**config.mk**
```make
export PLATFORM = sky130hd
export DESIGN_NAME = halt_recovery
export DESIGN_NICKNAME = d
export VERILOG_FILES = /design/src/halt_recovery_pkg.sv /design/src/halt_recovery.sv
export SDC_FILE = /design/constraint.sdc
export NUM_CORES = 1
export LEC_CHECK = 0
export BUFFER_PORTS_ARGS = -buffer_cell sky130_fd_sc_hd__buf_2
export CAP_MARGIN = 25
export CORE_MARGIN = 5
export CORE_UTILIZATION = 50
export CTS_BUF_LIST = sky130_fd_sc_hd__clkbuf_16
export CTS_CLUSTER_DIAMETER = 30
export DETAILED_ROUTE_END_ITERATION = 10
export PLACE_DENSITY = 0.72
export SETUP_SLACK_MARGIN = 0.4
export SKIP_LAST_GASP = 1
export SLEW_MARGIN = 10
export SYNTH_ARGS = -nofsm -noshare
export SYNTH_HDL_FRONTEND = slang
export SYNTH_SLANG_ARGS = --single-unit
export TNS_END_PERCENT = 1
```
**constraint.sdc**
```tcl
create_clock -name core_clk -period 5.2 [get_ports core_clk]
set_input_delay 0 -clock core_clk [delete_from_list [all_inputs] [get_ports core_clk]]
set_output_delay 0 -clock core_clk [all_outputs]
set_load 0.02 [all_outputs]
```
**src/halt_recovery_pkg.sv**
```systemverilog
// Package: register map, status layout, timing constants and carriers for halt recovery
package halt_recovery_pkg;

  // APB register byte offsets
  localparam logic [7:0] CAUSE_OFFSET = 8'h00;
  localparam logic [7:0] CTRL_OFFSET = 8'h04;
  localparam logic [7:0] WAKE_EN_OFFSET = 8'h08;
  localparam logic [7:0] PORT_DATA_OFFSET = 8'h0c;
  localparam logic [7:0] POWER_OFFSET = 8'h10;
  localparam logic [7:0] BLOCK_EN_OFFSET = 8'h14;
  localparam logic [7:0] IRQ_STATUS_OFFSET = 8'h18;
  localparam logic [7:0] IRQ_MASK_OFFSET = 8'h1c;

  // Reset cause word bit positions
  localparam int CAUSE_PIN_BIT = 0;
  localparam int CAUSE_WDOG_BIT = 1;
  localparam int CAUSE_HALT_BIT = 2;
  localparam int CAUSE_POWER_BIT = 3;

  // Control word bit positions
  localparam int CTRL_HALT_BIT = 0;
  localparam int CTRL_DBGRESET_BIT = 1;
  localparam int CTRL_WDOG_IRQ_BIT = 2;
  localparam int CTRL_IRQ_EN_BIT = 3;

  // Interrupt status bit positions
  localparam int IRQ_WAKE_BIT = 0;
  localparam int IRQ_WDOG_BIT = 1;

  // Values loaded into the cause word on reset and on halt exit
  localparam logic [3:0] CAUSE_POWER_ON = 4'h8;
  localparam logic [3:0] CAUSE_PIN_RESET = 4'h1;
  localparam logic [3:0] CAUSE_WDOG_RESET = 4'h2;
  localparam logic [3:0] CAUSE_PIN_WAKE = 4'h4;
  localparam logic [3:0] CAUSE_WDOG_WAKE = 4'h6;

  // Timing: recovery delay and shortest accepted wake pulse
  localparam int CLK_HZ = 10_000_000;
  localparam int RECOVERY_NS = 1000;
  localparam int MIN_PULSE_NS = 200;
  localparam int RECOVERY_CYCLES = (RECOVERY_NS * (CLK_HZ / 1_000_000) + 999) / 1000;
  localparam int MIN_PULSE_CYCLES = (MIN_PULSE_NS * (CLK_HZ / 1_000_000) + 999) / 1000;

  // Sequencer states, Gray coded along run -> halt -> recover
  typedef enum logic [1:0] {
    RUN = 2'b00,
    HALTED = 2'b01,
    RECOVER = 2'b11
  } seq_state_type;

  // Reset request travelling to the system
  typedef struct packed {
    logic request;
    logic [3:0] cause;
  } reset_req_type;

endpackage

```
**src/halt_recovery.sv**
```systemverilog
// Halt-state exit sequencer with reset cause word, pin wake sources and power gating
//
// Contract
// - Every halt exit through completed recovery sets the halt-exit flag.
// - Halted watchdog time-out in reset mode starts recovery, not system reset.
// - Halted watchdog time-out in interrupt mode recovers, then raises watchdog interrupt.
// - Pending watchdog interrupt is delivered only after recovery has finished.
// - Watchdog time-out while halted sets watchdog and halt-exit flags.
// - Each pin selectable as wake source; either edge while halted recovers.
// - Too-short wake pulse gives no recovery but still sets halt-exit flag.
// - Port data frozen while halted; captured only if level persists past recovery.
// - Reset pin while halted gives full system reset.
// - Debug pin low while halted gives full reset, cause reads power-up only.
// - Power-on and debugger reset give power-up flag only.
// - Reset pin gives pin-reset flag only.
// - Watchdog reset outside halt gives watchdog flag only.
// - Pin wake gives halt-exit flag only.
// - Halted watchdog wake gives halt-exit and watchdog flags.
// - A set power control bit disables its block whatever its enable bit says.
//
// Added by the designer: the register addresses and the APB slave port.
`timescale 1ns/1ps

module halt_recovery #(
  parameter int PINS = 8,
  parameter int BLOCKS = 8
) (
  input wire logic core_clk, // System clock, 10 MHz
  input wire logic rst_n, // Asynchronous power-on reset, active low
  input wire logic psel, // APB select
  input wire logic penable, // APB enable
  input wire logic pwrite, // APB direction
  input wire logic [7:0] paddr, // APB byte address
  input wire logic [31:0] pwdata, // APB write data
  output logic [31:0] prdata, // APB read data
  output logic pready, // APB ready
  output logic pslverr, // APB error on unmapped address
  input wire logic [PINS-1:0] portPins, // General-purpose pin levels
  input wire logic watchdogTimeout, // Watchdog time-out pulse
  input wire logic resetPinLow, // External reset pin asserted, active low
  input wire logic debugPinIn, // Debug pin level
  output logic systemReset, // Full system reset request pulse
  output logic haltActive, // Clock-stopped state indicator
  output logic [BLOCKS-1:0] blockEnable, // Effective block enables
  output logic irq // Level interrupt
);

  initial
  begin
    if (PINS < 1 || PINS > 32 || BLOCKS < 1 || BLOCKS > 32)
    begin
      $error("halt_recovery: PINS and BLOCKS must lie in 1..32");
    end
  end

  localparam int CNT_W = 8;

  // Whole module state
  typedef struct packed {
    halt_recovery_pkg::seq_state_type seq;
    logic [3:0] cause;
    logic [3:0] ctrl;
    logic [PINS-1:0] wakeEn;
    logic [PINS-1:0] portData;
    logic [PINS-1:0] haltRef;
    logic [BLOCKS-1:0] power;
    logic [BLOCKS-1:0] blockEn;
    logic [1:0] irqStatus;
    logic [1:0] irqMask;
    logic wdogPending;
    logic wdogWake;
    logic [CNT_W-1:0] pulseCnt;
    logic [CNT_W-1:0] recCnt;
    logic resetPinPrev;
    logic debugPrev;
    halt_recovery_pkg::reset_req_type rstReq;
    logic [31:0] rdata;
    logic ready;
    logic slverr;
    logic irqOut;
    logic [BLOCKS-1:0] blockOut;
    logic haltOut;
  } state_type;

  state_type cur;
  state_type next_cur;

  // Address decode shared by read and write paths
  function automatic logic mapped(input logic [7:0] a);
    return a == halt_recovery_pkg::CAUSE_OFFSET || a == halt_recovery_pkg::CTRL_OFFSET
      || a == halt_recovery_pkg::WAKE_EN_OFFSET || a == halt_recovery_pkg::PORT_DATA_OFFSET
      || a == halt_recovery_pkg::POWER_OFFSET || a == halt_recovery_pkg::BLOCK_EN_OFFSET
      || a == halt_recovery_pkg::IRQ_STATUS_OFFSET || a == halt_recovery_pkg::IRQ_MASK_OFFSET;
  endfunction

  logic setup;
  logic wr;
  logic [PINS-1:0] pinDiff;
  logic [BLOCKS-1:0] gated;
  logic [1:0] irqSet;

  assign setup = psel && !penable;
  assign wr = psel && penable && cur.ready && pwrite;
  assign pinDiff = (portPins ^ cur.haltRef) & cur.wakeEn;

  // Power bit overrides block enable
  genvar g;
  generate
    for (g = 0; g < BLOCKS; g++)
    begin : gate_gen
      assign gated[g] = cur.blockEn[g] & ~cur.power[g];
    end
  endgenerate

  ////////////////////////////////////////////////////////////////////////////////

  // Next-state logic: bus, sequencer, cause word, interrupts
  always_comb
  begin
    next_cur = cur;
    irqSet = 2'b00;
    next_cur.resetPinPrev = resetPinLow;
    next_cur.debugPrev = debugPinIn;
    next_cur.rstReq.request = 1'b0;
    next_cur.ready = 1'b0;
    next_cur.slverr = 1'b0;

    // APB: no wait state, answer in first access cycle
    if (setup)
    begin
      next_cur.ready = 1'b1;
      next_cur.slverr = !mapped(paddr);
      next_cur.rdata = 32'h0;
      case (paddr)
        halt_recovery_pkg::CAUSE_OFFSET: next_cur.rdata[3:0] = cur.cause;
        halt_recovery_pkg::CTRL_OFFSET: next_cur.rdata[3:0] = cur.ctrl;
        halt_recovery_pkg::WAKE_EN_OFFSET: next_cur.rdata[PINS-1:0] = cur.wakeEn;
        halt_recovery_pkg::PORT_DATA_OFFSET: next_cur.rdata[PINS-1:0] = cur.portData;
        halt_recovery_pkg::POWER_OFFSET: next_cur.rdata[BLOCKS-1:0] = cur.power;
        halt_recovery_pkg::BLOCK_EN_OFFSET: next_cur.rdata[BLOCKS-1:0] = cur.blockEn;
        halt_recovery_pkg::IRQ_STATUS_OFFSET: next_cur.rdata[1:0] = cur.irqStatus;
        halt_recovery_pkg::IRQ_MASK_OFFSET: next_cur.rdata[1:0] = cur.irqMask;
        default: next_cur.rdata = 32'h0;
      endcase
    end
    if (wr)
    begin
      case (paddr)
        halt_recovery_pkg::CTRL_OFFSET: next_cur.ctrl = pwdata[3:0];
        halt_recovery_pkg::WAKE_EN_OFFSET: next_cur.wakeEn = pwdata[PINS-1:0];
        halt_recovery_pkg::POWER_OFFSET: next_cur.power = pwdata[BLOCKS-1:0];
        halt_recovery_pkg::BLOCK_EN_OFFSET: next_cur.blockEn = pwdata[BLOCKS-1:0];
        halt_recovery_pkg::IRQ_STATUS_OFFSET: next_cur.irqStatus = cur.irqStatus & ~pwdata[1:0];
        halt_recovery_pkg::IRQ_MASK_OFFSET: next_cur.irqMask = pwdata[1:0];
        default: next_cur.irqMask = next_cur.irqMask;
      endcase
    end

    // Port data follows pins only while running
    if (cur.seq == halt_recovery_pkg::RUN)
    begin
      next_cur.portData = portPins;
    end

    // Sequencer
    case (cur.seq)
      halt_recovery_pkg::RUN:
      begin
        if (!resetPinLow && cur.resetPinPrev)
        begin
          next_cur.rstReq = '{1'b1, halt_recovery_pkg::CAUSE_PIN_RESET};
        end
        else if (watchdogTimeout && !cur.ctrl[halt_recovery_pkg::CTRL_WDOG_IRQ_BIT])
        begin
          next_cur.rstReq = '{1'b1, halt_recovery_pkg::CAUSE_WDOG_RESET};
        end
        else if (wr && paddr == halt_recovery_pkg::CTRL_OFFSET
          && pwdata[halt_recovery_pkg::CTRL_DBGRESET_BIT])
        begin
          next_cur.rstReq = '{1'b1, halt_recovery_pkg::CAUSE_POWER_ON};
        end
        else if (watchdogTimeout)
        begin
          irqSet[halt_recovery_pkg::IRQ_WDOG_BIT] = 1'b1;
        end
        else if (wr && paddr == halt_recovery_pkg::CTRL_OFFSET
          && pwdata[halt_recovery_pkg::CTRL_HALT_BIT])
        begin
          next_cur.seq = halt_recovery_pkg::HALTED;
          next_cur.haltRef = portPins;
          next_cur.pulseCnt = '0;
        end
        next_cur.ctrl[halt_recovery_pkg::CTRL_HALT_BIT] = 1'b0;
        next_cur.ctrl[halt_recovery_pkg::CTRL_DBGRESET_BIT] = 1'b0;
      end
      halt_recovery_pkg::HALTED:
      begin
        if (!resetPinLow)
        begin
          next_cur.rstReq = '{1'b1, halt_recovery_pkg::CAUSE_PIN_RESET};
          next_cur.seq = halt_recovery_pkg::RUN;
        end
        else if (!debugPinIn && cur.debugPrev)
        begin
          next_cur.rstReq = '{1'b1, halt_recovery_pkg::CAUSE_POWER_ON};
          next_cur.seq = halt_recovery_pkg::RUN;
        end
        else if (watchdogTimeout)
        begin
          next_cur.seq = halt_recovery_pkg::RECOVER;
          next_cur.wdogWake = 1'b1;
          next_cur.wdogPending = cur.ctrl[halt_recovery_pkg::CTRL_WDOG_IRQ_BIT];
          next_cur.recCnt = '0;
        end
        else if (|pinDiff)
        begin
          if (cur.pulseCnt + 1'b1 >= CNT_W'(halt_recovery_pkg::MIN_PULSE_CYCLES))
          begin
            next_cur.seq = halt_recovery_pkg::RECOVER;
            next_cur.wdogWake = 1'b0;
            next_cur.recCnt = '0;
          end
          else
          begin
            next_cur.pulseCnt = cur.pulseCnt + 1'b1;
          end
        end
        else if (cur.pulseCnt != '0)
        begin
          // Pulse vanished too soon: stay halted but record the attempt
          next_cur.cause[halt_recovery_pkg::CAUSE_HALT_BIT] = 1'b1;
          next_cur.pulseCnt = '0;
        end
      end
      halt_recovery_pkg::RECOVER:
      begin
        if (!resetPinLow)
        begin
          next_cur.rstReq = '{1'b1, halt_recovery_pkg::CAUSE_PIN_RESET};
          next_cur.seq = halt_recovery_pkg::RUN;
        end
        else if (cur.recCnt + 1'b1 >= CNT_W'(halt_recovery_pkg::RECOVERY_CYCLES))
        begin
          next_cur.seq = halt_recovery_pkg::RUN;
          next_cur.cause = cur.wdogWake ? halt_recovery_pkg::CAUSE_WDOG_WAKE
            : halt_recovery_pkg::CAUSE_PIN_WAKE;
          next_cur.portData = portPins;
          irqSet[halt_recovery_pkg::IRQ_WAKE_BIT] = 1'b1;
          if (cur.wdogPending)
          begin
            irqSet[halt_recovery_pkg::IRQ_WDOG_BIT] = 1'b1;
            next_cur.wdogPending = 1'b0;
          end
        end
        else
        begin
          next_cur.recCnt = cur.recCnt + 1'b1;
        end
      end
      default: next_cur.seq = halt_recovery_pkg::RUN;
    endcase

    if (next_cur.rstReq.request)
    begin
      next_cur.cause = next_cur.rstReq.cause;
      next_cur.wdogPending = 1'b0;
    end

    // Sticky status: set wins over write-one clear
    next_cur.irqStatus = next_cur.irqStatus | irqSet;
    next_cur.irqOut = |(next_cur.irqStatus & next_cur.irqMask)
      && next_cur.ctrl[halt_recovery_pkg::CTRL_IRQ_EN_BIT];
    next_cur.blockOut = gated;
    // Registered halt indicator, high in HALTED and RECOVER
    next_cur.haltOut = next_cur.seq != halt_recovery_pkg::RUN;
  end

  ////////////////////////////////////////////////////////////////////////////////

  // State register
  always_ff @(posedge core_clk or negedge rst_n)
  begin
    if (!rst_n)
    begin
      cur <= '0;
      cur.seq <= halt_recovery_pkg::RUN;
      cur.cause <= halt_recovery_pkg::CAUSE_POWER_ON;
      cur.resetPinPrev <= 1'b1;
      cur.debugPrev <= 1'b1;
    end
    else
    begin
      cur <= next_cur;
    end
  end

  // Outputs straight from state
  assign prdata = cur.rdata;
  assign pready = cur.ready;
  assign pslverr = cur.slverr;
  assign systemReset = cur.rstReq.request;
  assign haltActive = cur.haltOut;
  assign blockEnable = cur.blockOut;
  assign irq = cur.irqOut;

endmodule

```
[Word level (Yosys, flattened, before mapping)]
Index checks and enable logic that the tools add are counted.
Storage, ports and cells
  output and inout port bits: 45
  input bits: 56
  logic and storage cells: 221
  register bits after elaboration: 99
Operators by class
  $lt $le $gt $ge: 2
  add/sub/neg operators: 2
  reductions and logical operators: 51
  mux-type cells: 81
  equal/unequal tests: 31
  bitwise logic cells: 27
Operators by type and width (number)
  2-to-1 mux 8 bit: 19
  2-to-1 mux 2 bit: 19
  2-to-1 mux 18 bit: 2
  != test 3 bit, second input constant: 12
  == test 8 x 5 -> 1 bit, second input constant: 4
  one-hot mux 8 bit (2 select lines): 2
  2-to-1 mux 5 bit: 6
  nonzero test 2 bit: 10
  2-to-1 mux 1 bit: 19
  != test 2 bit, second input constant: 9
  adder 8 x 1 -> 8 bit, second input constant: 2
  == test 8 x 4 -> 1 bit, second input constant: 2
  2-to-1 mux 4 bit: 4
  one-hot mux 2 bit (8 select lines): 1
  one-hot mux 4 bit (4 select lines): 1
  one-hot mux 5 bit (3 select lines): 1
  inverter 1 bit: 13
  2-to-1 mux 12 bit: 1
  one-hot mux 2 bit (6 select lines): 1
  AND reduction 6 bit: 2
  logical AND 1 bit: 11
  AND reduction 11 bit: 1
  AND reduction 2 bit: 5
  AND 1 bit: 8
  26 further kinds: 39

[Logic depth before layout (Yosys ltp)]
Gate-level depths: netlist (run 1).
  depth in word-level cells: 13
  mapped depth: 9

[Worst setup path before layout (run 1)]
Ideal clock, no wire load.
  kind: reg-to-reg
  start point: register cur[51] (netlist name)
  end point: register cur[100] (netlist name)
  cell stages (with the launch flop): 8
  path buffers: 0
  data arrival time: 2.345 ns
  library setup time: 0.125 ns
  period minus slack after synthesis: 2.470 ns
  required time: 5.075 ns
  slack: 2.730 ns
  cells stage by stage: dfrtp_1 ha_1 and3_1 or3_1 a32oi_1 a21oi_1 nor2_2 mux2_2
RTL lines
  start, declared: line halt_recovery.sv:85  | state_type cur;
  start signal, assigned: line halt_recovery.sv:293  | cur <= next_cur;

==> impl_results.md, run 1 <==
* Commonest non-fill, non-tap cells in the layout: dfrtp_1, buf_2, mux2_2
* Cell Area, Synth at around 5300 um2
* Critical-path cell list: ha_1 > and3_1 > nand4_1 > o31ai_1 > a21oi_1 > nor2_2 > mux2_2
* PnR worst setup slack at 2300 ps
* Fillers at 878
* TritonCTS clock tree: done
* Largest net degree at the start of global routing at 70
* Crit path buffers/inverters at 0
* Max-slew violations at 0
* WL final at around 11000 um
* Die area at 12800 um2
* Worst skew pair latency at 350 ps
* FP Rows at 37
* Share of cells above drive strength 1 at 24.7%
* Placement Setup Slack at 2370 ps
* Commonest non-fill, non-tap cell in the layout: dfrtp_1
* Class of the worst hold path: in2reg
* CP required at around 5400 ps
* RSZ-0062 raised after global routing: no
* Final number of hold-violating endpoints at 0
* Seq/Total Area, Yosys at roughly 47%
* Starting Density at approximately half
* Critical setup path kind: reg2reg
* DIE HEIGHT at roughly 110 um
* First-pass GRT wire length at between 15000 and 20000 um
* Grt ovf at 0
* Status: complete, no violations
* Buffer depth of the longest clock path at 2
* Drt wl/cell at approximately 17 um
* Tot Pwr at approximately 1900 uW
* CP Data Arrival Time at between 3000 and 4000 ps
* Routed Antenna Nets at 0
* Synth Area per Inst at 10.8 um2
* Dpl cell area at approximately 5400 um2
* Diodes inserted at 0
* Endpoints failing setup at 0
* Mux cell area share after synthesis at 12.1%
* I/O pin cnt at approximately 100
* Number of global-route vias before repair at 3719
* Fmax at 344 MHz
* Die W at 113 um
* Via density at approximately 5.6
* VDD IR max at between 0.15 and 0.2 mV
* Post-CTS setup buffer count at 0
* Skew final at about 9.6 ps
* DP Wirelength at 8140 um
* H-tree Lvls at 3
* Async S/R FF share, synth at 100%
* Port Buffers at 52
* Fin nets at around 600
* Initial DRC count at between 200 and 250
* Leakage at ~0.0028 uW
* Setup_tns at 0 ps
* Pwr dens at roughly 320 nW/um2
* RePlAce Congestion at roughly 0.84
* DR pass1 iterations at 7
* CP Max Fanout at 8
* Yosys warns at 0
* Final Instance Area at around 6000 um2
* Final Critical Period at 2900 ps
* CTS sink count at 99
* Largest family of logic cells by synthesized area: simple AND/OR/NAND/NOR gates
* Util after Layout at a little under three fifths
* Top FF cell, synth: dfrtp_1
* Relative slew margins at between 40% and 50%
* Clock transition at path regs at roughly 70 ps
* Root Buffer: clkbuf_16
* Worst-Margin Slew at slightly below 900 ps
* CTS buffer count at 9
* DRC viols at 0
* Area Growth Syn to Fin at 11.2%
* Simple-gate share of the synthesized area at 15.2%
* Area of the core at 10300 um2
* Compound-Gate Fraction of Synth Area at 13.5%
* Initial antenna violation count at 0
* Final worst path period share at 55.9%
* CP Launch Type: register
* Critical path's slowest cell: o31ai_1
* Number of max-cap violations at 0
* Worst setup EP type: register
* CP max stage delay at approximately 540 ps
* Total GRT Usage at between 10% and 20%
* Post-synth EDFFs at 0
* Synth Instances at 490
* Adder-cell share of the synthesized area at approximately 2.1%
* Register bit total from synthesis at between 90 and 100
* Synth Area in XOR/XNOR at 2.15%
* Via count at between 3000 and 4000
* CP top delay family: compound AO/OA/AOI/OAI gates
* Synth cell types at between 70 and 80
[registers in the layout, summed over array words and instances, names as in the netlist]
name / flops
cur: 78
blockEnable: 8
prdata: 8
haltActive: 1
irq: 1
pready: 1
pslverr: 1
systemReset: 1
[metal layers]
layer	vias to the layer above	wire [um]	global-route usage, %
li1	1787	-	-
met1	1888	5310	26.3
met2	109	5090	28.2
met5	-	0	0
met4	0	157	6.25
met3	12	667	3.74
[cell type report]
cell class	count	area (um2)	share of cell area [%]
sequential	99	2480	42.1
multi-input combinational	341	2470	42.0
timing repair buffer	70	440	7.48
clock buffer	9	225	3.82
tap	136	170	2.89
clock inverter	7	51.3	0.871
inverter	13	48.8	0.828
[worst register-to-register path, delay by kind of cell (launching register included)]
kind                       cells  cell delay (ps)
DFF                            1              460
and+or+nand+nor                3              830
muxes                          1              390
AOI/OAI and AO/OA              2              860
adders and majority gates      1              270
[where the power goes]
group | switching [uW] | internal [uW]
combinational | 220 | 154
sequential | 52.4 | 836
clock | 296 | 328
total | 569 | 1320
[worst paths after layout]
check	startpoint	to	slack (ps)	depth (start not counted)
worst min-delay path	pwdata[0]	cur[105]	5	2
worst max register to register	cur[51]	cur[104]	2300	7
worst min register to register	cur[87]	blockEnable[6]	450	1
min in group asynchronous	rst_n	cur[122]	120	2
max in group asynchronous	rst_n	pready	3880	3
worst max-delay path	cur[51]	cur[104]	2300	7
[kinds of logic (layout without fill, tap and decap cells)]
kind of cell,after synthesis,after routing
flip-flops,99,99
other,1,24
AO/OA/AOI/OAI,101,101
multiplexers,57,57
adder cells (fa/ha/maj),9,9
buffers and inverters,73,99
AND/OR/NAND/NOR,137,137
XOR/XNOR,13,13
[cells in the mapped netlist (all sizes together), types with 2 or more instances]
cell     count  share of area [%]
or4          2               0.28
buf         46                6.2
mux2        46                9.8
a21boi       2               0.28
nand3       10               0.94
nor2        21                1.5
xnor2        4               0.66
nor4         6                1.5
and2         5               0.59
nand2b       6               0.71
nor3         8                1.2
a21oi       16                1.8
a22o         3               0.50
o2bb2ai      3               0.50
mux2i       10                1.9
nand4bb      2               0.42
o21ai       22                2.1
a221o        2               0.38
xor2         9                1.5
a22oi        9                1.3
or2          3               0.35
a31oi        8               0.94
and3         7               0.83
nand4        6               0.71
a21o         4               0.57
o21bai       2               0.28
a221oi       4               0.66
dfrtp       96                 45
nor2b       24                2.8
ha           9                2.1
inv         12               0.85
o21a         3               0.42
dfstp        3                1.5
o31ai        6               0.85
nand3b       3               0.42
nand2       29                2.1
a311oi       2               0.33
clkbuf      14               0.99
[stage by stage]
step	hold WS (ps)	cells
finish	4.97	675
global route	15.5	675
CTS	1.86	675
detailed placement	-42.6	642
global placement	-52.9	642
floorplan	-296	513
[repair_timing]
action / CTS / global route
hold buffers: 17 / 0
endpoints found under the hold margin: 68 / 0
setup endpoints to repair: 0 / 0
gates resized for setup: 0 / 0
Power figures use the tool's default switching activity.
==> run 2, diff against run 1 <==
--- a/config.mk
+++ b/config.mk
@@ -12,7 +12,7 @@
 export CTS_BUF_LIST = sky130_fd_sc_hd__clkbuf_16
 export CTS_CLUSTER_DIAMETER = 30
 export DETAILED_ROUTE_END_ITERATION = 10
-export PLACE_DENSITY = 0.72
+export PLACE_DENSITY = 0.75
 export SETUP_SLACK_MARGIN = 0.4
 export SKIP_LAST_GASP = 1
 export SLEW_MARGIN = 10
==> constraint.sdc (replaced) <==
create_clock -name core_clk -period 2.4 [get_ports core_clk]
set_input_delay 0 -clock core_clk [delete_from_list [all_inputs] [get_ports core_clk]]
set_output_delay 0 -clock core_clk [all_outputs]
set_load 0.02 [all_outputs]
==> run 2 against run 1 <==
Effect of this change: setup slack got worse by 2100 ps; final cell count increased by 4.1%; fmax increased by 32%; critical path depth increased by 1; critical endpoint is now irq; combinational power increased to 2.5 times the previous value; power increased by 140%; sequential power increased by 120%; clock power increased to 2.5 times the previous value; global-route usage decreased by 0.18 points; via count increased by 3.4%; non-clock buffer count increased by 28.
==> impl_results.md, run 2 (synthesis results as in run 1) <==
* Max-slew violations at 0 (unchanged)
* Setup_tns at 0 ps (unchanged)
* Starting Density at 51.3% (unchanged)
* Leakage at 0.00298 uW (+6.4%)
* Skew final at 6.61 ps (-2.94 ps)
* CP Launch Type: register
* Hold Worst Slack at 8.25 ps (+3.28 ps)
* Die W at 113 um (unchanged)
* Commonest non-fill, non-tap cell in the layout: dfrtp_1
* RSZ-0062 raised after global routing: yes
* Number of max-cap violations at 0 (unchanged)
* Critical-path cell list: ha_2 > and3_4 > or3_1 > a32oi_2 > a21oi_4 > buf_4 > a21o_1 > a32o_1
* Met1 GRT Util at 26.6% (+0.31 points)
* Critical setup path kind: reg2reg
* Via count at 3924 (+3.4%)
* Endpoints failing setup at 0 (unchanged)
* Final worst path period share at 91.8% (+36 points)
* Total GRT Usage at 18.2% (-0.18 points)
* Met3 usage at 3.90% (+0.16 points)
* First-pass GRT wire length at 18800 um (+0.59%)
* DP Wirelength at 8350 um (+2.6%)
* Max reg flops at 78 (unchanged)
* CTS sink count at 99 (unchanged)
* DRC viols at 0 (unchanged)
* Via density at 5.58 (-0.75%)
* Clock transition at path regs at 70 ps (about the same)
* CTS buffer count at 9 (unchanged)
* Pwr dens at 710 nW/um2 (+120%)
* Worst setup EP type: register
* Port Buffers at 52 (unchanged)
* Worst-Margin Slew at 727 ps (-143 ps)
* Buffer depth of the longest clock path at 2 (unchanged)
* Fmax at 454 MHz (+32%)
* H-tree Lvls at 3 (unchanged)
* Final number of hold-violating endpoints at 0 (unchanged)
* Largest net degree at the start of global routing at 56 (-20%)
* FP Rows at 37 (unchanged)
* CP required at 2620 ps (-2810 ps)
* Commonest non-fill, non-tap cells in the layout: dfrtp_1, buf_2, mux2_2
* GR peak layer: met2
* Diodes inserted at 0 (unchanged)
* Area Growth Syn to Fin at 18.0%
* WL final at 11300 um (+0.72%)
* Fin nets at 627 (+4.7%)
* RePlAce Congestion at 0.888 (+5.5%)
* Share of cells above drive strength 1 at 30.5% (+5.8 points)
* I/O pin cnt at 101 (unchanged)
* Met2 GRT Util at 26.8% (-1.3 points)
* Area of the core at 10300 um2 (unchanged)
* FF-to-FF path depth at 8 (+1)
* CP max stage delay at 380 ps (-160 ps)
* DR pass1 iterations at 7 (unchanged)
* Routed Antenna Nets at 0 (unchanged)
* Drt wl/cell at 16.1 um (-3.3%)
* Class of the worst hold path: in2reg
* CP Data Arrival Time at 2430 ps (-710 ps)
* Worst skew pair latency at 350 ps (about the same)
* DIE HEIGHT at 113 um (unchanged)
* Final Critical Period at 2200 ps (-701 ps)
* Top reg by flops: cur
* Relative slew margins at 51.6% (+9.5 points)
* Status: complete, no violations
* WHS Path Cells at 2 (unchanged)
* Critical path's slowest cell: dfrtp_1
* Fillers at 827 (-5.8%)
* CP Max Fanout at 5 (-3)
* Grt ovf at 0 (unchanged)
* Root Buffer: clkbuf_16
* Initial DRC count at 242 (+13%)
* TritonCTS clock tree: done
* Initial antenna violation count at 0 (unchanged)
* Die area at 12800 um2 (unchanged)
* Dpl cells at 662 (+3.1%)
* VDD IR max at 0.430 mV (+150%)
* Final Non-Filler Cells at 703 (+4.1%)
* Util after Layout at 60.6% (+3.5 points)
* Number of global-route vias before repair at 3850 (+3.5%)
## run 2: cell types whose count changed in the layout (fill, tap and decap cells not counted), sizes merged
cell,delta
buf,+28
bufinv,+2
clkinvlp,-1
inv,-1
## run 2: final timing paths
path                            startpoint        endpoint  slack (ps)
min in group asynchronous            rst_n      haltActive         260
max in group asynchronous            rst_n         cur[77]        1290
worst min-delay path             pwdata[0]        cur[105]           8
worst min register to register     cur[85]  blockEnable[4]         450
worst max-delay path               cur[51]             irq         200
worst max register to register     cur[51]             irq         200
## run 2: power by group
part / total [uW] / internal (uW) / switching, uW
logic: 946 / 427 / 518
registers: 1930 / 1810 / 112
clock network: 1570 / 924 / 643
total: 4440 / 3170 / 1270
## run 2: metal layers
metal,vias to the layer above,share of wire [%]
met5,-,0
met4,0,2.0
met3,19,7.0
met2,132,44
met1,1929,47
li1,1844,-
## run 2: per-stage QoR
stage	power [uW]	setup WS, ps	cell area (um2)
2_1_floorplan	2530	204	5420
3_3_place_gp	2740	108	5630
4_1_cts	4450	162	6230
5_1_grt	4640	102	6250
3_5_place_dp	2770	63.5	5630
6_report	4440	196	6250
## run 2: final cells by class
| class | instances | area, um2 | area share, % |
|---|---|---|---|
| well taps | 136 | 170 | 2.72 |
| flip-flops and latches | 99 | 2480 | 39.7 |
| clock inverters | 7 | 101 | 1.62 |
| repair buffers | 98 | 663 | 10.6 |
| inverters | 13 | 48.8 | 0.780 |
| clock buffers | 9 | 225 | 3.60 |
| multi-input cells | 341 | 2560 | 40.9 |
## run 2: timing repair
item	in CTS	in global routing
endpoints found under the hold margin	88	0
buffers inserted	8	0
endpoints found under the setup margin	51	52
hold buffers	17	0
resized for setup	6	7
pin swaps	6	5
## run 2: worst max-delay path: cells and delay by family (launching register included)
kind	cells	cell delay, ps
adder cells (fa/ha/maj)	1	200
AO/OA/AOI/OAI	4	840
AND/OR/NAND/NOR	2	510
flip-flops	1	380
buffers and inverters	1	150
